## src/design/mic_defs.vh

```
/*
 Constants of the interrupt controller: register offsets, bit positions,
 reset values and timing counts.
 Assumes inclusion by bare name from the design files.
*/
`ifndef MIC_DEFS_VH
`define MIC_DEFS_VH

// ----------------------------------------------------------------
// Register byte offsets
// ----------------------------------------------------------------
`define MIC_OFF_CTRL 8'h00
`define MIC_OFF_OPTION 8'h04
`define MIC_OFF_STAT 8'h08
`define MIC_OFF_CLR 8'h0C
`define MIC_OFF_IEN 8'h10
`define MIC_OFF_CORE 8'h14

// ----------------------------------------------------------------
// Control and option register bit positions
// ----------------------------------------------------------------
`define MIC_B_PORT_FLAG 0
`define MIC_B_PIN_FLAG 1
`define MIC_B_TMR_FLAG 2
`define MIC_B_PORT_EN 3
`define MIC_B_PIN_EN 4
`define MIC_B_TMR_EN 5
`define MIC_B_EE_EN 6
`define MIC_B_GIE 7
`define MIC_B_EDGE 6

// ----------------------------------------------------------------
// Reset values and interrupt vector
// ----------------------------------------------------------------
`define MIC_CTRL_RST 8'h00
`define MIC_OPTION_RST 8'hFF
`define MIC_VECTOR 13'h0004
`define MIC_PC_RST 13'h0000

// ----------------------------------------------------------------
// Timing, stack depth and bus response codes
// ----------------------------------------------------------------
`define MIC_CLK_NS 5
`define MIC_TCY_NS 20
`define MIC_TCY_CYC (`MIC_TCY_NS / `MIC_CLK_NS)
`define MIC_STACK_DEPTH 8
`define MIC_AXI_OKAY 2'h0
`define MIC_AXI_SLVERR 2'h2

`endif

```

## src/design/mic_irq_ctrl.v

```verilog
/*
 Interrupt controller of a small 8-bit microcontroller, with AXI4-Lite
 register access, sticky event status and sleep wake-up.
 Assumes the core sequencer reports instruction boundaries, the return
 instruction and sleep, and takes the vector on pc_load.
*/
`timescale 1ns/1ps
`include "mic_defs.vh"
module mic_irq_ctrl (
	// Clock and reset
	input wire clk,
	input wire srst,
	// AXI4-Lite write channels
	input wire [7:0] s_axi_awaddr,
	input wire s_axi_awvalid,
	output reg s_axi_awready,
	input wire [31:0] s_axi_wdata,
	input wire [3:0] s_axi_wstrb,
	input wire s_axi_wvalid,
	output reg s_axi_wready,
	output reg [1:0] s_axi_bresp,
	output reg s_axi_bvalid,
	input wire s_axi_bready,
	// AXI4-Lite read channels
	input wire [7:0] s_axi_araddr,
	input wire s_axi_arvalid,
	output reg s_axi_arready,
	output reg [31:0] s_axi_rdata,
	output reg [1:0] s_axi_rresp,
	output reg s_axi_rvalid,
	input wire s_axi_rready,
	// Pins
	input wire external_irq_pin,
	input wire [3:0] second_io_port_hi,
	// Peripherals
	input wire timer_zero_overflow,
	input wire ee_write_done_flag,
	// Core sequencer
	input wire instr_boundary,
	input wire return_from_irq_instr,
	input wire sleep_instr,
	input wire [12:0] return_pc,
	output reg pc_load,
	output reg [12:0] pc_load_value,
	output reg core_asleep,
	// Interrupt output
	output reg irq_out
);
	// ----------------------------------------------------------------
	// State and registers
	// ----------------------------------------------------------------
	localparam ST_RUN = 2'h0;
	localparam ST_SLEEP = 2'h1;
	localparam ST_WAKE = 2'h2;

	reg [7:0] interrupt_control_reg, option_reg, awaddr_reg;
	reg [3:0] evt_status_reg, evt_enable_reg, port_prev_reg;
	reg [1:0] state_reg, tcy_cnt_reg;
	reg [12:0] pc_shadow_reg;
	reg [31:0] wdata_reg;
	reg tcy_tick_reg, pin_prev_reg, sync_valid_reg, aw_held_reg, w_held_reg;
	reg stack_push, stack_pop;

	wire [3:0] port_lvl, pend, evt;
	wire [12:0] stack_top;
	wire [7:0] hw_flags;
	wire pin_lvl, pin_edge, port_change, global_irq_enable, any_pend, take_irq;
	wire wr_fire, rd_fire, wr_ctrl;

	assign global_irq_enable = interrupt_control_reg[`MIC_B_GIE];

	// ----------------------------------------------------------------
	// Input synchronisers and return stack
	// ----------------------------------------------------------------
	mic_sync3 #(.W(5)) u_sync (
		.clk(clk),
		.srst(srst),
		.pin_in({external_irq_pin, second_io_port_hi}),
		.level({pin_lvl, port_lvl})
	);

	mic_stack u_stack (
		.clk(clk),
		.srst(srst),
		.push(stack_push),
		.push_data(pc_shadow_reg),
		.pop(stack_pop),
		.top_data(stack_top)
	);

	// ----------------------------------------------------------------
	// Instruction cycle enable
	// ----------------------------------------------------------------
	always @(posedge clk) begin
		if (srst) begin
			tcy_cnt_reg <= 2'h0;
			tcy_tick_reg <= 1'b0;
		end else begin
			tcy_cnt_reg <= tcy_cnt_reg + 2'h1;
			tcy_tick_reg <= (tcy_cnt_reg == `MIC_TCY_CYC - 1);
		end
	end

	// ----------------------------------------------------------------
	// Event detection
	// ----------------------------------------------------------------
	always @(posedge clk) begin
		if (srst) begin
			pin_prev_reg <= 1'b0;
			port_prev_reg <= 4'h0;
			sync_valid_reg <= 1'b0;
		end else begin
			pin_prev_reg <= pin_lvl;
			sync_valid_reg <= 1'b1;
			// Port pins are compared once per instruction cycle
			if (tcy_tick_reg) begin
				port_prev_reg <= port_lvl;
			end
		end
	end

	assign pin_edge = sync_valid_reg && (option_reg[`MIC_B_EDGE] ?
		(pin_lvl && !pin_prev_reg) : (!pin_lvl && pin_prev_reg));
	assign port_change = sync_valid_reg && tcy_tick_reg &&
		(port_lvl != port_prev_reg);
	assign evt = {ee_write_done_flag, timer_zero_overflow, pin_edge,
		port_change};
	assign hw_flags = {5'h00, timer_zero_overflow, pin_edge, port_change};

	assign pend[0] = interrupt_control_reg[`MIC_B_PORT_FLAG] &&
		interrupt_control_reg[`MIC_B_PORT_EN];
	assign pend[1] = interrupt_control_reg[`MIC_B_PIN_FLAG] &&
		interrupt_control_reg[`MIC_B_PIN_EN];
	assign pend[2] = interrupt_control_reg[`MIC_B_TMR_FLAG] &&
		interrupt_control_reg[`MIC_B_TMR_EN];
	assign pend[3] = ee_write_done_flag &&
		interrupt_control_reg[`MIC_B_EE_EN];
	assign any_pend = |pend;
	assign take_irq = global_irq_enable && any_pend && !pc_load &&
		state_reg == ST_RUN && instr_boundary;

	// ----------------------------------------------------------------
	// AXI4-Lite slave
	// ----------------------------------------------------------------
	assign wr_fire = aw_held_reg && w_held_reg && !s_axi_bvalid;
	assign rd_fire = s_axi_arvalid && s_axi_arready;
	assign wr_ctrl = wr_fire && (awaddr_reg == `MIC_OFF_CTRL) &&
		wdata_reg[31];

	always @(posedge clk) begin
		if (srst) begin
			s_axi_awready <= 1'b1;
			s_axi_wready <= 1'b1;
			aw_held_reg <= 1'b0;
			w_held_reg <= 1'b0;
			awaddr_reg <= 8'h00;
			wdata_reg <= 32'h00000000;
			s_axi_bvalid <= 1'b0;
			s_axi_bresp <= `MIC_AXI_OKAY;
		end else begin
			if (s_axi_awvalid && s_axi_awready) begin
				awaddr_reg <= s_axi_awaddr;
				aw_held_reg <= 1'b1;
				s_axi_awready <= 1'b0;
			end
			if (s_axi_wvalid && s_axi_wready) begin
				// Only byte lane 0 carries data; bit 31 marks it written
				wdata_reg <= {s_axi_wstrb[0], 23'h000000,
					s_axi_wdata[7:0]};
				w_held_reg <= 1'b1;
				s_axi_wready <= 1'b0;
			end
			if (wr_fire) begin
				aw_held_reg <= 1'b0;
				w_held_reg <= 1'b0;
				s_axi_bvalid <= 1'b1;
				if (awaddr_reg == `MIC_OFF_CTRL ||
					awaddr_reg == `MIC_OFF_OPTION ||
					awaddr_reg == `MIC_OFF_CLR ||
					awaddr_reg == `MIC_OFF_IEN) begin
					s_axi_bresp <= `MIC_AXI_OKAY;
				end else begin
					s_axi_bresp <= `MIC_AXI_SLVERR;
				end
			end
			if (s_axi_bvalid && s_axi_bready) begin
				s_axi_bvalid <= 1'b0;
				s_axi_awready <= 1'b1;
				s_axi_wready <= 1'b1;
			end
		end
	end

	always @(posedge clk) begin
		if (srst) begin
			s_axi_arready <= 1'b1;
			s_axi_rvalid <= 1'b0;
			s_axi_rdata <= 32'h00000000;
			s_axi_rresp <= `MIC_AXI_OKAY;
		end else if (rd_fire) begin
			s_axi_arready <= 1'b0;
			s_axi_rvalid <= 1'b1;
			s_axi_rresp <= `MIC_AXI_OKAY;
			if (s_axi_araddr == `MIC_OFF_CTRL) begin
				s_axi_rdata <= {24'h000000, interrupt_control_reg};
			end else if (s_axi_araddr == `MIC_OFF_OPTION) begin
				s_axi_rdata <= {24'h000000, option_reg};
			end else if (s_axi_araddr == `MIC_OFF_STAT) begin
				s_axi_rdata <= {28'h0000000, evt_status_reg};
			end else if (s_axi_araddr == `MIC_OFF_CLR) begin
				s_axi_rdata <= 32'h00000000;
			end else if (s_axi_araddr == `MIC_OFF_IEN) begin
				s_axi_rdata <= {28'h0000000, evt_enable_reg};
			end else if (s_axi_araddr == `MIC_OFF_CORE) begin
				s_axi_rdata <= {16'h0000, core_asleep, state_reg,
					pc_load_value};
			end else begin
				s_axi_rdata <= 32'h00000000;
				s_axi_rresp <= `MIC_AXI_SLVERR;
			end
		end else if (s_axi_rvalid && s_axi_rready) begin
			s_axi_rvalid <= 1'b0;
			s_axi_arready <= 1'b1;
		end
	end

	// ----------------------------------------------------------------
	// Control and option registers
	// ----------------------------------------------------------------
	always @(posedge clk) begin
		if (srst) begin
			interrupt_control_reg <= `MIC_CTRL_RST;
			option_reg <= `MIC_OPTION_RST;
		end else begin
			if (wr_fire && awaddr_reg == `MIC_OFF_OPTION && wdata_reg[31])
				begin
				option_reg <= wdata_reg[7:0];
			end
			// Hardware flag sets win over a software write of zero
			if (wr_ctrl) begin
				interrupt_control_reg <= wdata_reg[7:0] | hw_flags;
			end else begin
				interrupt_control_reg <= interrupt_control_reg |
					hw_flags;
			end
			if (take_irq) begin
				interrupt_control_reg[`MIC_B_GIE] <= 1'b0;
			end else if (return_from_irq_instr && state_reg == ST_RUN) begin
				interrupt_control_reg[`MIC_B_GIE] <= 1'b1;
			end
		end
	end

	// ----------------------------------------------------------------
	// Event status, enables and interrupt line
	// ----------------------------------------------------------------
	always @(posedge clk) begin
		if (srst) begin
			evt_status_reg <= 4'h0;
			evt_enable_reg <= 4'h0;
			irq_out <= 1'b0;
		end else begin
			if (wr_fire && awaddr_reg == `MIC_OFF_IEN && wdata_reg[31]) begin
				evt_enable_reg <= wdata_reg[3:0];
			end
			// New events win over a clear in the same cycle
			if (wr_fire && awaddr_reg == `MIC_OFF_CLR && wdata_reg[31]) begin
				evt_status_reg <= (evt_status_reg & ~wdata_reg[3:0]) | evt;
			end else begin
				evt_status_reg <= evt_status_reg | evt;
			end
			irq_out <= |(evt_status_reg & evt_enable_reg);
		end
	end

	// ----------------------------------------------------------------
	// Sequencer: entry, return and sleep
	// ----------------------------------------------------------------
	always @(posedge clk) begin
		if (srst) begin
			state_reg <= ST_RUN;
			core_asleep <= 1'b0;
			pc_load <= 1'b0;
			pc_load_value <= `MIC_PC_RST;
			pc_shadow_reg <= `MIC_PC_RST;
			stack_push <= 1'b0;
			stack_pop <= 1'b0;
		end else begin
			pc_load <= 1'b0;
			stack_push <= 1'b0;
			stack_pop <= 1'b0;
			if (take_irq) begin
				// Only the return address is kept; no other context
				pc_shadow_reg <= return_pc;
				stack_push <= 1'b1;
				pc_load <= 1'b1;
				pc_load_value <= `MIC_VECTOR;
				state_reg <= ST_RUN;
			end else if (return_from_irq_instr && state_reg == ST_RUN) begin
				stack_pop <= 1'b1;
			end else if (stack_pop == 1'b0 && state_reg == ST_RUN &&
				sleep_instr && !any_pend) begin
				state_reg <= ST_SLEEP;
				core_asleep <= 1'b1;
			end else if (state_reg == ST_SLEEP && any_pend) begin
				// Enabled source wakes; global enable picks the path
				core_asleep <= 1'b0;
				state_reg <= global_irq_enable ? ST_WAKE : ST_RUN;
			end else if (state_reg == ST_WAKE && instr_boundary) begin
				state_reg <= ST_RUN;
			end
			// Return address appears one cycle after the pop
			if (stack_pop) begin
				pc_load <= 1'b1;
				pc_load_value <= stack_top;
			end
		end
	end
endmodule

```

## src/design/mic_sync3.v

```verilog
/*
 Three-flop input synchroniser with agreement filter for a vector.
 Assumes the inputs come from pins outside the clk domain.
*/
`timescale 1ns/1ps
module mic_sync3 #(
	parameter W = 5
) (
	// Clock and reset
	input wire clk,
	input wire srst,
	// Pin side
	input wire [W-1:0] pin_in,
	// Filtered level
	output reg [W-1:0] level
);
	reg [W-1:0] s1_reg;
	reg [W-1:0] s2_reg;
	reg [W-1:0] s3_reg;
	genvar i;

	always @(posedge clk) begin
		s1_reg <= pin_in;
		s2_reg <= s1_reg;
		s3_reg <= s2_reg;
	end

	// A bit changes only once the second and third stage agree
	generate
		for (i = 0; i < W; i = i + 1) begin : g_bit
			always @(posedge clk) begin
				if (srst) begin
					level[i] <= 1'b0;
				end else if (s2_reg[i] == s3_reg[i]) begin
					level[i] <= s3_reg[i];
				end
			end
		end
	endgenerate
endmodule

```

## src/design/mic_stack.v

```verilog
/*
 Return address stack: eight words of program counter, circular.
 Assumes push and pop are never asked in the same cycle.
*/
`timescale 1ns/1ps
`include "mic_defs.vh"
module mic_stack (
	// Clock and reset
	input wire clk,
	input wire srst,
	// Push side
	input wire push,
	input wire [12:0] push_data,
	// Pop side
	input wire pop,
	output reg [12:0] top_data
);
	reg [12:0] mem [0:`MIC_STACK_DEPTH-1];
	reg [2:0] ptr_reg;
	wire [2:0] ptr_dec;

	assign ptr_dec = ptr_reg - 3'h1;

	always @(posedge clk) begin
		if (push) begin
			mem[ptr_reg] <= push_data;
		end
	end

	// Registered read of the current top word
	always @(posedge clk) begin
		if (srst) begin
			ptr_reg <= 3'h0;
			top_data <= `MIC_PC_RST;
		end else if (push) begin
			ptr_reg <= ptr_reg + 3'h1;
			top_data <= push_data;
		end else if (pop) begin
			ptr_reg <= ptr_dec;
			top_data <= mem[ptr_dec - 3'h1];
		end
	end
endmodule

```

## config.mk

```make
export PLATFORM = sky130hd
export DESIGN_NAME = mic_irq_ctrl
export DESIGN_NICKNAME = d
export VERILOG_FILES = /design/src/design/mic_irq_ctrl.v /design/src/design/mic_sync3.v /design/src/design/mic_stack.v
export VERILOG_INCLUDE_DIRS = /design/src /design/src/design
export SDC_FILE = /design/constraint.sdc
export NUM_CORES = 1
export LEC_CHECK = 0
export BUFFER_PORTS_ARGS = -buffer_cell sky130_fd_sc_hd__buf_4
export CAP_MARGIN = 10
export CORE_MARGIN = 3
export CORE_UTILIZATION = 25
export DETAILED_ROUTE_END_ITERATION = 8
export PLACE_DENSITY = 0.52
export SETUP_SLACK_MARGIN = 0.2
export SKIP_LAST_GASP = 1
export SLEW_MARGIN = 20
export SYNTH_ARGS = -nofsm -noshare
export SYNTH_HDL_FRONTEND = slang
export SYNTH_HIERARCHICAL = 1
export SYNTH_SLANG_ARGS = --single-unit
export TNS_END_PERCENT = 1
```

## constraint.sdc

```tcl
create_clock -name clk -period 4.85 [get_ports clk]
set_clock_uncertainty 0.15 [all_clocks]
set_input_delay 0.97 -clock clk [delete_from_list [all_inputs] [get_ports clk]]
set_output_delay 0.97 -clock clk [all_outputs]
set_load 0.01 [all_outputs]
```

==> flow_results.xml, run 1 <==
<?xml version="1.0" encoding="UTF-8"?>
<metrics>
  <group name="drt">
    <metric name="drt-initial-drc-count" unit="">325</metric>
    <metric name="avgRoutedWirePerCell" unit="um">16.3</metric>
    <metric name="residual_antenna_violating_net_count_after_detailed_routing" unit="">0</metric>
    <metric name="drt_pre_antenna_iters" unit="">4</metric>
    <metric name="drt-total-wl" unit="mm">22.6</metric>
    <metric name="route.detailed.vias_per_inst" unit="">4.43</metric>
    <metric name="post-route-drc-count" unit="">0</metric>
    <metric name="vias" unit="">6151</metric>
  </group>
  <group name="worst_setup_path">
    <metric name="critical_path_peak_fanout" unit="">17</metric>
    <metric name="timing_worst_setup_path_type" unit="">input pin to flip-flop</metric>
    <metric name="path_cells" unit="">buf_4 -&gt; or4b_1 -&gt; a211o_1 -&gt; nor2_2 -&gt; a22o_1</metric>
    <metric name="r2r-end" unit="">pc_shadow_reg[6]$_SDFFE_PP0P_</metric>
    <metric name="worst_ep_arrival_time" unit="ns">2.98</metric>
    <metric name="timing.critical_path.slowest_stage_cell" unit="">sky130_fd_sc_hd__nor2_2</metric>
    <metric name="critical_path_required_time" unit="ns">5.17</metric>
    <metric name="critical_path.top_delay_family" unit="">simple AND/OR/NAND/NOR gates</metric>
    <metric name="cp-end-kind" unit="">flip-flop</metric>
    <metric name="r2r_slack" unit="ns">2.24</metric>
    <metric name="r2r_start" unit="">state_reg[1]$_SDFFE_PP0P_</metric>
    <metric name="cp_launch_type" unit="">input pin</metric>
    <metric name="worstPathBufferInverterCount" unit="">1</metric>
    <metric name="worst-r2r-cell-count" unit="">4</metric>
    <metric name="slowest_delay" unit="ns">0.69</metric>
  </group>
  <group name="clock_network">
    <metric name="cts_post_setup_buffers_inserted" unit="">0</metric>
    <metric name="clock_insertion_delay_worst_skew" unit="ns">0.53</metric>
    <metric name="clock_sinks" unit="">248</metric>
    <metric name="worst_setup_hold_path_clk_slew" unit="ns">0.06</metric>
    <metric name="clock_tree_from_tritoncts" unit="">done</metric>
    <metric name="clock_tree.buffer_depth" unit="">3</metric>
    <metric name="hold_buffers" unit="">0</metric>
    <metric name="cts_root_buffer" unit="">sky130_fd_sc_hd__clkbuf_16</metric>
    <metric name="cts.htree.levels" unit="">1</metric>
    <metric name="cts-buffers-inserted" unit="">28</metric>
    <metric name="cts-resized-gates" unit="">0</metric>
  </group>
  <group name="timing">
    <metric name="fin_worst_hold_slack" unit="ns">0.177</metric>
    <metric name="fmax" unit="GHz">0.375</metric>
    <metric name="fin_ws" unit="ns">2.18</metric>
    <metric name="finalWorstPathRequiredPeriod" unit="ns">2.67</metric>
    <metric name="setup_tns" unit="ns">0</metric>
    <metric name="finalMaxSlewViolations" unit="">0</metric>
    <metric name="setup_repair_after_global_routing_missed_its_margin" unit="">false</metric>
    <metric name="tightest_slew" unit="ns">1.07</metric>
    <metric name="finalSetupViolCount" unit="">0</metric>
    <metric name="timing.max_slew.rel_slack" unit="%">27.8</metric>
    <metric name="finalHoldViolations" unit="">0</metric>
    <metric name="min_period_over_period" unit="%">55.0</metric>
  </group>
  <group name="synth">
    <metric name="synth_edf_count" unit="">104</metric>
    <metric name="ys.warnings.count" unit="">6</metric>
    <metric name="synthesis.area" unit="um^2">9560</metric>
    <metric name="synth-async-reset-ratio" unit="%">0</metric>
    <metric name="syn-mean-instance-area" unit="um^2">12.5</metric>
    <metric name="netlist_instances" unit="">764</metric>
    <metric name="synth-seq-cells" unit="">248</metric>
    <metric name="synth_ff_type" unit="">sky130_fd_sc_hd__dfxtp_1</metric>
    <metric name="synth_sequential_area_ratio" unit="%">62.8</metric>
    <metric name="post_synth_num_cell_types" unit="">62</metric>
  </group>
  <group name="hold_path">
    <metric name="hold_path_end" unit="">u_sync/s2_reg[4]$_DFF_P_</metric>
    <metric name="worst_hold_startpoint" unit="">u_sync/s1_reg[4]$_DFF_P_</metric>
    <metric name="hold_path.class" unit="">flip-flop to flip-flop</metric>
    <metric name="hold_path_cell_cnt" unit="">0</metric>
  </group>
  <group name="power">
    <metric name="totalPowerFinal" unit="mW">4.58</metric>
    <metric name="power_density" unit="nW/um^2">394</metric>
    <metric name="max-vdd-ir-drop" unit="uV">275</metric>
    <metric name="leakage_power_summed_over_all_cells" unit="nW">4.23</metric>
  </group>
  <group name="final_layout">
    <metric name="area_grow_syn2layout" unit="%">21.6</metric>
    <metric name="most_common_cell_after_layout_fill_and_taps_aside" unit="">sky130_fd_sc_hd__dfxtp_1</metric>
    <metric name="final_core_utilization" unit="%">30.9</metric>
    <metric name="antenna-diode-count" unit="">0</metric>
    <metric name="most-common-layout-cells" unit="">143 x sky130_fd_sc_hd__dfxtp_1, 107 x sky130_fd_sc_hd__buf_4, 104 x sky130_fd_sc_hd__edfxtp_1</metric>
    <metric name="leading_registers_by_flop_count" unit="">u_stack/mem x104, s_axi_rdata x16</metric>
    <metric name="nFillCells" unit="">3878</metric>
    <metric name="drive_above_1_share" unit="%">22.3</metric>
    <metric name="largest_register_ff_count" unit="">104</metric>
    <metric name="finish.cell_count_without_fillers" unit="">1389</metric>
    <metric name="final_design_area_no_fill" unit="um^2">11600</metric>
    <metric name="regMostFlops" unit="">u_stack/mem</metric>
    <metric name="nets_final" unit="">943</metric>
  </group>
  <group name="place">
    <metric name="placement.io_buffers" unit="">93</metric>
    <metric name="place_congestion" unit="">0.791</metric>
    <metric name="place_inst" unit="">1338</metric>
    <metric name="placed_area" unit="um^2">10700</metric>
    <metric name="dp_hpwl" unit="mm">15.1</metric>
    <metric name="preCtsSetupSlack" unit="ns">1.58</metric>
  </group>
  <group name="run_status">
    <metric name="status" unit="">finished clean</metric>
  </group>
  <group name="grt">
    <metric name="globalRoute.totalOverflow" unit="">0</metric>
    <metric name="grt_usage" unit="%">10.9</metric>
    <metric name="first_global_vias" unit="">6088</metric>
    <metric name="grt_antenna_before_repair" unit="">0</metric>
    <metric name="wire_length_of_the_first_global_routing_pass" unit="mm">35.6</metric>
    <metric name="grt_max_degree" unit="">70</metric>
  </group>
  <group name="floorplanning">
    <metric name="coreArea" unit="um^2">37700</metric>
    <metric name="die_w" unit="um">202</metric>
    <metric name="number_of_placement_rows" unit="">71</metric>
    <metric name="pin_count" unit="">139</metric>
    <metric name="die-height" unit="um">202</metric>
    <metric name="dieArea" unit="um^2">40600</metric>
    <metric name="initial_utilization" unit="%">25.4</metric>
  </group>
  <group name="flow_run">
    <metric name="cap_viol_max_count" unit="">0</metric>
  </group>
</metrics>
==> synth_stat cells, drive strengths merged, types with 2 or more instances <==
library cell | number | area (um^2)
clkbuf | 26 | 97.6
xor2 | 4 | 35.0
nor4 | 9 | 108
or4bb | 2 | 26.3
a221oi | 6 | 52.6
ha | 4 | 50.1
buf | 35 | 244
a21oi | 58 | 290
nor2 | 49 | 186
mux4 | 26 | 586
nand2 | 74 | 278
or2 | 3 | 18.8
a31oi | 2 | 12.5
nand4b | 2 | 17.5
and3 | 4 | 25.0
and2 | 7 | 43.8
a211oi | 2 | 15.0
nor3 | 11 | 55.1
a311oi | 4 | 35.0
or3 | 2 | 12.5
edfxtp | 104 | 3120
nand2b | 3 | 18.8
inv | 15 | 56.3
dfxtp | 144 | 2880
a22oi | 13 | 97.6
o21ai | 22 | 110
nor2b | 5 | 31.3
nor3b | 16 | 120
mux2i | 33 | 330
o22ai | 13 | 81.3
nand3b | 3 | 22.5
mux2 | 5 | 56.3
a32oi | 6 | 52.6
or4b | 2 | 20.0
nand3 | 21 | 105
a22o | 13 | 114
==> worst max-delay path by stage <==
stage | from | endpoint | slack [ns] | depth (start not counted)
2_1_floorplan | instr_boundary | pc_shadow_reg[10]$_SDFFE_PP0P_ | 2.25 | 6
3_3_place_gp | instr_boundary | pc_shadow_reg[5]$_SDFFE_PP0P_ | 1.62 | 5
3_5_place_dp | instr_boundary | pc_shadow_reg[6]$_SDFFE_PP0P_ | 1.58 | 5
4_1_cts | instr_boundary | pc_shadow_reg[6]$_SDFFE_PP0P_ | 2.15 | 5
5_1_grt | instr_boundary | pc_shadow_reg[6]$_SDFFE_PP0P_ | 2.02 | 5
6_report | instr_boundary | pc_shadow_reg[6]$_SDFFE_PP0P_ | 2.18 | 5
==> cells by family (layout without fill, tap and decap cells) <==
| kind of cell | Yosys count | in the layout | share of synthesized area [%] |
|---|---|---|---|
| other cells | 1 | 18 | 0.0392 |
| compound gates | 147 | 147 | 9.72 |
| mux | 64 | 64 | 10.2 |
| xor+xnor | 6 | 6 | 0.707 |
| buf+inv | 76 | 173 | 4.16 |
| simple gates | 218 | 218 | 11.9 |
| fa+ha+maj | 4 | 4 | 0.523 |
| flops | 248 | 248 | 62.8 |
==> where the power goes <==
group | leakage [nW] | switching [mW] | internal, mW
registers | 2.27 | 0.0415 | 2.20
logic | 1.52 | 0.179 | 0.160
clock network | 0.446 | 0.798 | 1.20
total | 4.23 | 1.02 | 3.56
==> routing by layer <==
metal	vias to the layer above	share of wire, %	track usage, %
li1	2997	-	-
met4	0	1.8	2.22
met3	33	4.7	2.28
met5	-	0	0
met2	127	48	18.3
met1	2994	46	14.6
==> layout make-up <==
type,instances,area [um^2],area share (%)
Clock buffer,42,845,7.27
Multi-Input combinational cell,457,3220,27.7
Sequential cell,248,6010,51.7
Clock inverter,9,50.0,0.431
Timing Repair Buffer,107,803,6.91
Inverter,15,56.3,0.484
Tap cell,511,639,5.50
Power figures use the tool's default switching activity.
==> run 2, diff against run 1 <==
--- a/config.mk
+++ b/config.mk
@@ -11,7 +11,7 @@
 export CORE_MARGIN = 3
 export CORE_UTILIZATION = 25
 export DETAILED_ROUTE_END_ITERATION = 8
-export PLACE_DENSITY = 0.52
+export PLACE_DENSITY = 0.54
 export SETUP_SLACK_MARGIN = 0.2
 export SKIP_LAST_GASP = 1
 export SLEW_MARGIN = 20
==> constraint.sdc (replaced) <==
create_clock -name clk -period 2.2 [get_ports clk]
set_clock_uncertainty 0.15 [all_clocks]
set_input_delay 0.44 -clock clk [delete_from_list [all_inputs] [get_ports clk]]
set_output_delay 0.44 -clock clk [all_outputs]
set_load 0.01 [all_outputs]
==> run 2 against run 1 <==
Against the previous run: final area increased by 5.9%; sequential share of layout area is 2.9 points lower; register-to-register slack worse by 2.0 ns; clock-buffer cell count is 1 higher; largest cell class unchanged; die area did not move.
==> flow_results.xml, run 2 (synthesized netlist as in run 1, its figures left out) <==
<?xml version="1.0" encoding="UTF-8"?>
<metrics>
  <group name="final_layout">
    <metric name="nets_final" unit="">1006</metric>
    <metric name="multi_input_area" unit="um^2">3250</metric>
    <metric name="largest_register_ff_count" unit="">104</metric>
    <metric name="regMostFlops" unit="">u_stack/mem</metric>
    <metric name="drive_above_1_share" unit="%">25.7</metric>
    <metric name="final_core_utilization" unit="%">32.7</metric>
    <metric name="antenna-diode-count" unit="">0</metric>
    <metric name="most-common-layout-cells" unit="">141 x sky130_fd_sc_hd__dfxtp_1, 136 x sky130_fd_sc_hd__buf_4, 104 x sky130_fd_sc_hd__edfxtp_1</metric>
    <metric name="area_grow_syn2layout" unit="%">28.8</metric>
    <metric name="most_common_cell_after_layout_fill_and_taps_aside" unit="">sky130_fd_sc_hd__dfxtp_1</metric>
    <metric name="leading_registers_by_flop_count" unit="">u_stack/mem x104, s_axi_rdata x16</metric>
    <metric name="layout.area.seq" unit="um^2">6010</metric>
    <metric name="finish.cell_count_without_fillers" unit="">1453</metric>
    <metric name="final_design_area_no_fill" unit="um^2">12300</metric>
    <metric name="nFillCells" unit="">3817</metric>
  </group>
  <group name="worst_setup_path">
    <metric name="worstPathBufferInverterCount" unit="">2</metric>
    <metric name="timing.critical_path.slowest_stage_cell" unit="">sky130_fd_sc_hd__or4b_1</metric>
    <metric name="worst_ep_arrival_time" unit="ns">2.26</metric>
    <metric name="slowest_delay" unit="ns">0.53</metric>
    <metric name="cp_launch_type" unit="">flip-flop</metric>
    <metric name="crit_path_frequent_cell" unit="">sky130_fd_sc_hd__buf_4</metric>
    <metric name="critical_path_peak_fanout" unit="">9</metric>
    <metric name="path_cells" unit="">or4b_1 -&gt; a211o_1 -&gt; buf_4 -&gt; buf_4 -&gt; a221oi_1</metric>
    <metric name="timing_worst_setup_path_type" unit="">flip-flop to flip-flop</metric>
    <metric name="critical_path_required_time" unit="ns">2.50</metric>
    <metric name="critical_path.top_delay_family" unit="">simple AND/OR/NAND/NOR gates</metric>
    <metric name="cp-end-kind" unit="">flip-flop</metric>
  </group>
  <group name="floorplanning">
    <metric name="initial_utilization" unit="%">25.4</metric>
    <metric name="coreArea" unit="um^2">37700</metric>
    <metric name="die_w" unit="um">202</metric>
    <metric name="number_of_placement_rows" unit="">71</metric>
    <metric name="pin_count" unit="">139</metric>
    <metric name="die-height" unit="um">202</metric>
    <metric name="dieArea" unit="um^2">40600</metric>
  </group>
  <group name="grt">
    <metric name="globalRoute.totalOverflow" unit="">0</metric>
    <metric name="grt_antenna_before_repair" unit="">0</metric>
    <metric name="grt_max_degree" unit="">35</metric>
    <metric name="wire_length_of_the_first_global_routing_pass" unit="mm">36.3</metric>
    <metric name="grt_usage" unit="%">11.2</metric>
    <metric name="first_global_vias" unit="">6323</metric>
  </group>
  <group name="clock_network">
    <metric name="clock_sinks" unit="">248</metric>
    <metric name="cts_root_buffer" unit="">sky130_fd_sc_hd__clkbuf_16</metric>
    <metric name="clock_tree.buffer_depth" unit="">3</metric>
    <metric name="clock_tree_from_tritoncts" unit="">done</metric>
    <metric name="cts-buffers-inserted" unit="">28</metric>
    <metric name="cts.htree.levels" unit="">1</metric>
    <metric name="clock_insertion_delay_worst_skew" unit="ns">0.54</metric>
    <metric name="worst_setup_hold_path_clk_slew" unit="ns">0.06</metric>
  </group>
  <group name="timing">
    <metric name="finalWorstPathRequiredPeriod" unit="ns">1.97</metric>
    <metric name="min_period_over_period" unit="%">89.5</metric>
    <metric name="setup_tns" unit="ns">0</metric>
    <metric name="tightest_slew" unit="ns">0.617</metric>
    <metric name="finalMaxSlewViolations" unit="">0</metric>
    <metric name="fmax" unit="GHz">0.508</metric>
    <metric name="finalSetupViolCount" unit="">0</metric>
    <metric name="finalHoldViolations" unit="">0</metric>
    <metric name="setup_repair_after_global_routing_missed_its_margin" unit="">true</metric>
    <metric name="timing.max_slew.rel_slack" unit="%">58.5</metric>
  </group>
  <group name="drt">
    <metric name="drt-total-wl" unit="mm">23.3</metric>
    <metric name="avgRoutedWirePerCell" unit="um">16.0</metric>
    <metric name="vias" unit="">6403</metric>
    <metric name="drt_pre_antenna_iters" unit="">4</metric>
    <metric name="drt-initial-drc-count" unit="">258</metric>
    <metric name="route.detailed.vias_per_inst" unit="">4.41</metric>
    <metric name="post-route-drc-count" unit="">0</metric>
    <metric name="residual_antenna_violating_net_count_after_detailed_routing" unit="">0</metric>
  </group>
  <group name="power">
    <metric name="combinationalPowerShare" unit="%">8.1</metric>
    <metric name="netSwitchingPower" unit="mW">2.33</metric>
    <metric name="power.share.switching" unit="%">22.4</metric>
    <metric name="power_frac_clock" unit="%">44.4</metric>
    <metric name="max-vdd-ir-drop" unit="uV">512</metric>
    <metric name="cellInternalPower" unit="mW">8.07</metric>
    <metric name="power_frac_seq" unit="%">47.5</metric>
    <metric name="power_density" unit="nW/um^2">845</metric>
    <metric name="leakage_power_summed_over_all_cells" unit="nW">4.58</metric>
  </group>
  <group name="run_status">
    <metric name="status" unit="">finished clean</metric>
  </group>
  <group name="flow_run">
    <metric name="cap_viol_max_count" unit="">0</metric>
  </group>
  <group name="place">
    <metric name="place_congestion" unit="">0.791</metric>
    <metric name="placement.io_buffers" unit="">93</metric>
    <metric name="placed_area" unit="um^2">11000</metric>
    <metric name="place_inst" unit="">1370</metric>
    <metric name="dp_hpwl" unit="mm">16.2</metric>
  </group>
  <group name="hold_path">
    <metric name="hold_path.class" unit="">input pin to flip-flop</metric>
  </group>
</metrics>
-- run 2: cell count changes in the layout (fill, tap and decap cells not counted), sizes merged --
cell	previous run	this run
buf	107	143
dlygate4sd3	0	26
clkinvlp	0	1
clkinv	8	7
clkbuf	42	44
-- run 2: power by group through the flow --
stage | logic [mW] | clock network, mW | registers, mW
after global placement | 0.792 | 0 | 5.04
after CTS | 0.843 | 4.77 | 4.94
after detailed placement | 0.798 | 0 | 5.04
after global routing | 0.912 | 4.96 | 4.96
final | 0.839 | 4.62 | 4.94
after floorplan | 0.554 | 0 | 5.02
-- run 2: layout make-up --
cell class,instances,area share (%)
Clock buffer,43,7.26
Clock inverter,9,0.447
Inverter,15,0.457
Multi-Input combinational cell,457,26.4
Sequential cell,248,48.8
Tap cell,511,5.19
Timing Repair Buffer,170,11.5
-- run 2: through the flow --
step / hold WS [ns] / setup slack, ns / power [mW]
after floorplan: 0.160 / -0.188 / 5.58
after global placement: 0.167 / 0.0847 / 5.83
after detailed placement: 0.164 / 0.0807 / 5.84
after CTS: 0.00191 / 0.188 / 10.6
after global routing: 0.0140 / 0.148 / 10.8
final: 0.0231 / 0.232 / 10.4
-- run 2: per-layer routing --
metal	track usage [%]	share of wire (%)	vias to the layer above
met4	2.94	2.1	0
met1	14.8	44	3105
li1	-	-	3118
met3	2.09	4.9	38
met5	0	0	-
met2	19.0	49	142
-- run 2: final timing paths --
path / startpoint / end / slack (ns) / depth (start not counted)
setup / recovery: state_reg[1]$_SDFFE_PP0P_ / pc_load_value[2]$_SDFFE_PP0P_ / 0.23 / 5
hold / removal: s_axi_wdata[0] / wdata_reg[0]$_SDFFE_PP0P_ / 0.02 / 3
setup reg to reg: state_reg[1]$_SDFFE_PP0P_ / pc_load_value[2]$_SDFFE_PP0P_ / 0.23 / 5
hold reg to reg: u_sync/s1_reg[3]$_DFF_P_ / u_sync/s2_reg[3]$_DFF_P_ / 0.18 / 0
-- run 2: tightest hold or removal path, delay by kind of cell --
family / cells / cell delay, ns
compound gates: 1 / 0.11
simple gates: 1 / 0.05
buf+inv: 1 / 0.08
-- run 2: timing repair --
item / in CTS / in global routing
pin swaps: 0 / 1
hold buffers: 26 / 0
setup endpoints to repair: 20 / 44
setup buffers: 0 / 5
gates resized for setup: 2 / 9
hold endpoints to repair: 26 / 0
==> run 3, diff against run 2 <==
--- a/config.mk
+++ b/config.mk
@@ -6,10 +6,12 @@
 export SDC_FILE = /design/constraint.sdc
 export NUM_CORES = 1
 export LEC_CHECK = 0
+export ABC_AREA = 1
 export BUFFER_PORTS_ARGS = -buffer_cell sky130_fd_sc_hd__buf_4
 export CAP_MARGIN = 10
 export CORE_MARGIN = 3
 export CORE_UTILIZATION = 25
+export CTS_CLUSTER_SIZE = 10
 export DETAILED_ROUTE_END_ITERATION = 8
 export PLACE_DENSITY = 0.54
 export SETUP_SLACK_MARGIN = 0.2
==> run 3 against run 2 <==
Against the previous run: register-to-register slack improved by 0.09 ns; clock power decreased by 5.8%; wire length increased by 8.5%; utilization decreased by 0.81 points; maximum frequency increased by 5.0%; critical path depth unchanged; critical endpoint is now u_stack/mem[4][4]$_DFFE_PP_; largest cell class unchanged.
==> flow_results.xml, run 3 <==
<?xml version="1.0" encoding="UTF-8"?>
<metrics>
  <group name="place">
    <metric name="placement.io_buffers" unit="">93</metric>
    <metric name="dp_hpwl" unit="mm">17.6</metric>
    <metric name="place_congestion" unit="">0.785</metric>
  </group>
  <group name="final_layout">
    <metric name="area_grow_syn2layout" unit="%">24.4</metric>
    <metric name="drive_above_1_share" unit="%">15.3</metric>
    <metric name="regMostFlops" unit="">u_stack/mem</metric>
    <metric name="largest_register_ff_count" unit="">104</metric>
    <metric name="antenna-diode-count" unit="">0</metric>
    <metric name="nets_final" unit="">1340</metric>
    <metric name="most-common-layout-cells" unit="">364 x sky130_fd_sc_hd__nand2_1, 142 x sky130_fd_sc_hd__dfxtp_1, 120 x sky130_fd_sc_hd__buf_4</metric>
    <metric name="leading_registers_by_flop_count" unit="">u_stack/mem x104, s_axi_rdata x16</metric>
    <metric name="most_common_cell_after_layout_fill_and_taps_aside" unit="">sky130_fd_sc_hd__nand2_1</metric>
    <metric name="final_core_utilization" unit="%">31.9</metric>
  </group>
  <group name="synth">
    <metric name="synth-async-reset-ratio" unit="%">0</metric>
    <metric name="synth.cells.most_frequent" unit="">364 x sky130_fd_sc_hd__nand2_1, 144 x sky130_fd_sc_hd__dfxtp_1, 104 x sky130_fd_sc_hd__edfxtp_1</metric>
    <metric name="synth_largest_area_cell" unit="">sky130_fd_sc_hd__edfxtp_1</metric>
    <metric name="syn-mean-instance-area" unit="um^2">8.95</metric>
    <metric name="synth-simple-area-share" unit="%">23.5</metric>
    <metric name="ys.warnings.count" unit="">6</metric>
    <metric name="synth_ff_type" unit="">sky130_fd_sc_hd__dfxtp_1</metric>
    <metric name="synth-seq-cells" unit="">248</metric>
    <metric name="synth.most_common_cell" unit="">sky130_fd_sc_hd__nand2_1</metric>
    <metric name="post_synth_fa_ha_maj_area_fraction" unit="%">0.500</metric>
    <metric name="netlist_instances" unit="">1120</metric>
    <metric name="synth_edf_count" unit="">104</metric>
    <metric name="synth.mux.area_fraction" unit="%">0</metric>
    <metric name="post_synth_num_cell_types" unit="">39</metric>
    <metric name="synth_top_cell_area_share" unit="%">31.2</metric>
    <metric name="yosys.area_share.xor_xnor" unit="%">0.350</metric>
    <metric name="post_synth_main_area_contributors" unit="">sky130_fd_sc_hd__edfxtp_1 31%, sky130_fd_sc_hd__dfxtp_1 29%, sky130_fd_sc_hd__nand2_1 14%, sky130_fd_sc_hd__nand3_1 4.6%, sky130_fd_sc_hd__a21oi_1 3.9%</metric>
    <metric name="synth_top_family_by_area" unit="">simple AND/OR/NAND/NOR gates</metric>
    <metric name="synth_sequential_area_ratio" unit="%">59.9</metric>
    <metric name="share_of_the_synthesized_area_in_compound_gates_ao_oa_aoi_oai" unit="%">8.95</metric>
    <metric name="synthesis.area" unit="um^2">10000</metric>
  </group>
  <group name="grt">
    <metric name="wire_length_of_the_first_global_routing_pass" unit="mm">39.4</metric>
    <metric name="grt_antenna_before_repair" unit="">0</metric>
    <metric name="first_global_vias" unit="">7167</metric>
    <metric name="globalRoute.totalOverflow" unit="">0</metric>
    <metric name="grt_max_degree" unit="">57</metric>
    <metric name="grt_usage" unit="%">11.5</metric>
  </group>
  <group name="timing">
    <metric name="tightest_slew" unit="ns">0.626</metric>
    <metric name="min_period_over_period" unit="%">85.2</metric>
    <metric name="finalMaxSlewViolations" unit="">0</metric>
    <metric name="setup_repair_after_global_routing_missed_its_margin" unit="">false</metric>
    <metric name="setup_tns" unit="ns">0</metric>
    <metric name="finalSetupViolCount" unit="">0</metric>
    <metric name="finalHoldViolations" unit="">0</metric>
    <metric name="timing.max_slew.rel_slack" unit="%">58.2</metric>
    <metric name="fmax" unit="GHz">0.533</metric>
    <metric name="finalWorstPathRequiredPeriod" unit="ns">1.88</metric>
  </group>
  <group name="floorplanning">
    <metric name="die-height" unit="um">206</metric>
    <metric name="pin_count" unit="">139</metric>
    <metric name="initial_utilization" unit="%">25.6</metric>
    <metric name="coreArea" unit="um^2">39100</metric>
    <metric name="die_w" unit="um">206</metric>
    <metric name="number_of_placement_rows" unit="">72</metric>
    <metric name="dieArea" unit="um^2">42500</metric>
  </group>
  <group name="hold_path">
    <metric name="worst_hold_startpoint" unit="">s_axi_wdata[6]</metric>
    <metric name="hold_path_end" unit="">wdata_reg[6]$_SDFFE_PP0P_</metric>
    <metric name="hold_path.class" unit="">input pin to flip-flop</metric>
    <metric name="hold_path_cell_cnt" unit="">3</metric>
  </group>
  <group name="worst_setup_path">
    <metric name="timing_worst_setup_path_type" unit="">flip-flop to flip-flop</metric>
    <metric name="cp_launch_type" unit="">flip-flop</metric>
    <metric name="worstPathBufferInverterCount" unit="">3</metric>
    <metric name="critical_path_required_time" unit="ns">2.29</metric>
    <metric name="cp-end-kind" unit="">flip-flop</metric>
    <metric name="path_cells" unit="">inv_2 -&gt; buf_4 -&gt; nand2_1 -&gt; nor2_1 -&gt; buf_4</metric>
    <metric name="worst_ep_arrival_time" unit="ns">1.97</metric>
    <metric name="r2r-end" unit="">u_stack/mem[4][4]$_DFFE_PP_</metric>
    <metric name="slowest_delay" unit="ns">0.37</metric>
    <metric name="timing.critical_path.slowest_stage_cell" unit="">sky130_fd_sc_hd__dfxtp_4</metric>
    <metric name="r2r_start" unit="">u_stack/ptr_reg[0]$_SDFFE_PP0P_</metric>
    <metric name="worst-r2r-cell-count" unit="">5</metric>
    <metric name="crit_path_frequent_cell" unit="">sky130_fd_sc_hd__buf_4</metric>
    <metric name="r2r_slack" unit="ns">0.32</metric>
    <metric name="critical_path.top_delay_family" unit="">buffers and inverters</metric>
    <metric name="critical_path_peak_fanout" unit="">30</metric>
  </group>
  <group name="clock_network">
    <metric name="clock_tree.buffer_depth" unit="">3</metric>
    <metric name="cts-buffers-inserted" unit="">29</metric>
    <metric name="cts.htree.levels" unit="">1</metric>
    <metric name="clock_sinks" unit="">248</metric>
    <metric name="worst_setup_hold_path_clk_slew" unit="ns">0.05</metric>
    <metric name="cts_root_buffer" unit="">sky130_fd_sc_hd__clkbuf_16</metric>
    <metric name="clock_tree_from_tritoncts" unit="">done</metric>
    <metric name="clock_insertion_delay_worst_skew" unit="ns">0.55</metric>
  </group>
  <group name="drt">
    <metric name="route.detailed.vias_per_inst" unit="">4.32</metric>
    <metric name="vias" unit="">7731</metric>
    <metric name="post-route-drc-count" unit="">0</metric>
    <metric name="drt-initial-drc-count" unit="">497</metric>
    <metric name="drt-total-wl" unit="mm">25.3</metric>
    <metric name="residual_antenna_violating_net_count_after_detailed_routing" unit="">0</metric>
    <metric name="avgRoutedWirePerCell" unit="um">14.1</metric>
    <metric name="drt_pre_antenna_iters" unit="">5</metric>
  </group>
  <group name="power">
    <metric name="power_density" unit="nW/um^2">842</metric>
    <metric name="leakage_power_summed_over_all_cells" unit="nW">5.09</metric>
    <metric name="max-vdd-ir-drop" unit="uV">692</metric>
  </group>
  <group name="flow_run">
    <metric name="cap_viol_max_count" unit="">0</metric>
  </group>
  <group name="run_status">
    <metric name="status" unit="">finished clean</metric>
  </group>
</metrics>
## run 3: changes by cell type in the layout (fill, tap and decap cells not counted), moves of 12 or more
cell,delta
sky130_fd_sc_hd__inv_1,+46
sky130_fd_sc_hd__a21oi_1,+21
sky130_fd_sc_hd__o22ai_1,-13
sky130_fd_sc_hd__nor3b_1,-16
sky130_fd_sc_hd__buf_4,-16
sky130_fd_sc_hd__a22o_1,-13
sky130_fd_sc_hd__nand3_1,+71
sky130_fd_sc_hd__nor2_1,+25
sky130_fd_sc_hd__nand2_1,+290
sky130_fd_sc_hd__mux4_2,-26
sky130_fd_sc_hd__o21ai_0,+32
sky130_fd_sc_hd__clkbuf_1,+12
sky130_fd_sc_hd__mux2i_1,-33
## run 3: layer usage
metal / up-vias / track usage (%) / share of wire [%]
met5: - / 0 / 0
met4: 0 / 2.84 / 2.0
met3: 37 / 1.75 / 4.6
met2: 158 / 16.6 / 41
met1: 3596 / 17.9 / 52
li1: 3940 / - / -
## run 3: how the worst max path moves through the flow
stage | slack, ns | to | start | depth (start not counted)
3_3_place_gp | 0.23 | u_stack/top_data[10]$_SDFFE_PP0P_ | u_stack/ptr_reg[1]$_SDFFE_PP0P_ | 9
2_1_floorplan | 0.22 | u_stack/top_data[0]$_SDFFE_PP0P_ | u_stack/ptr_reg[0]$_SDFFE_PP0P_ | 12
5_1_grt | 0.23 | u_stack/mem[4][4]$_DFFE_PP_ | u_stack/ptr_reg[0]$_SDFFE_PP0P_ | 5
4_1_cts | 0.20 | u_stack/top_data[12]$_SDFFE_PP0P_ | u_stack/ptr_reg[1]$_SDFFE_PP0P_ | 10
3_5_place_dp | 0.20 | u_stack/top_data[9]$_SDFFE_PP0P_ | u_stack/ptr_reg[1]$_SDFFE_PP0P_ | 9
6_report | 0.32 | u_stack/mem[4][4]$_DFFE_PP_ | u_stack/ptr_reg[0]$_SDFFE_PP0P_ | 5
## run 3: cells by family after synthesis
group | Yosys count
simple gates | 561
flops | 248
compound gates | 164
buf+inv | 138
xor+xnor | 4
fa+ha+maj | 4
other cells | 1
## run 3: layout make-up
| type | count | area [um^2] |
|---|---|---|
| Clock buffer | 47 | 825 |
| Clock inverter | 2 | 25.0 |
| Fill cell | 4074 | 26600 |
| Inverter | 73 | 277 |
| Multi-Input combinational cell | 751 | 3420 |
| Sequential cell | 248 | 6010 |
| Tap cell | 518 | 648 |
| Timing Repair Buffer | 151 | 1260 |
## run 3: metrics by stage
step	worst slack (ns)	hold slack (ns)	total power, mW	instances	instance area, um^2
final	0.325	0.0347	10.5	1790	12500
after global routing	0.231	0.0309	11.0	1790	12500
after CTS	0.196	0.0120	10.6	1787	12400
after detailed placement	0.196	0.165	6.17	1713	11300
after global placement	0.232	0.165	6.16	1713	11300
after floorplan	0.216	0.160	5.82	1137	10100
## run 3: power by group
part           switching [mW]  internal [mW]
combinational           0.707          0.455
sequential              0.102           4.89
clock                    1.80           2.54
## run 3: what timing repair did
item	CTS	global route
resized for setup	3	5
setup buffers	0	2
hold endpoints to repair	26	0
endpoints found under the setup margin	4	13
cloned	0	1
hold buffers	25	0
## run 3: worst min-delay path, cell delays in order
cell and delay [ns]:
sky130_fd_sc_hd__buf_4 0.07, sky130_fd_sc_hd__o21ai_0 0.07, sky130_fd_sc_hd__a21oi_1 0.10
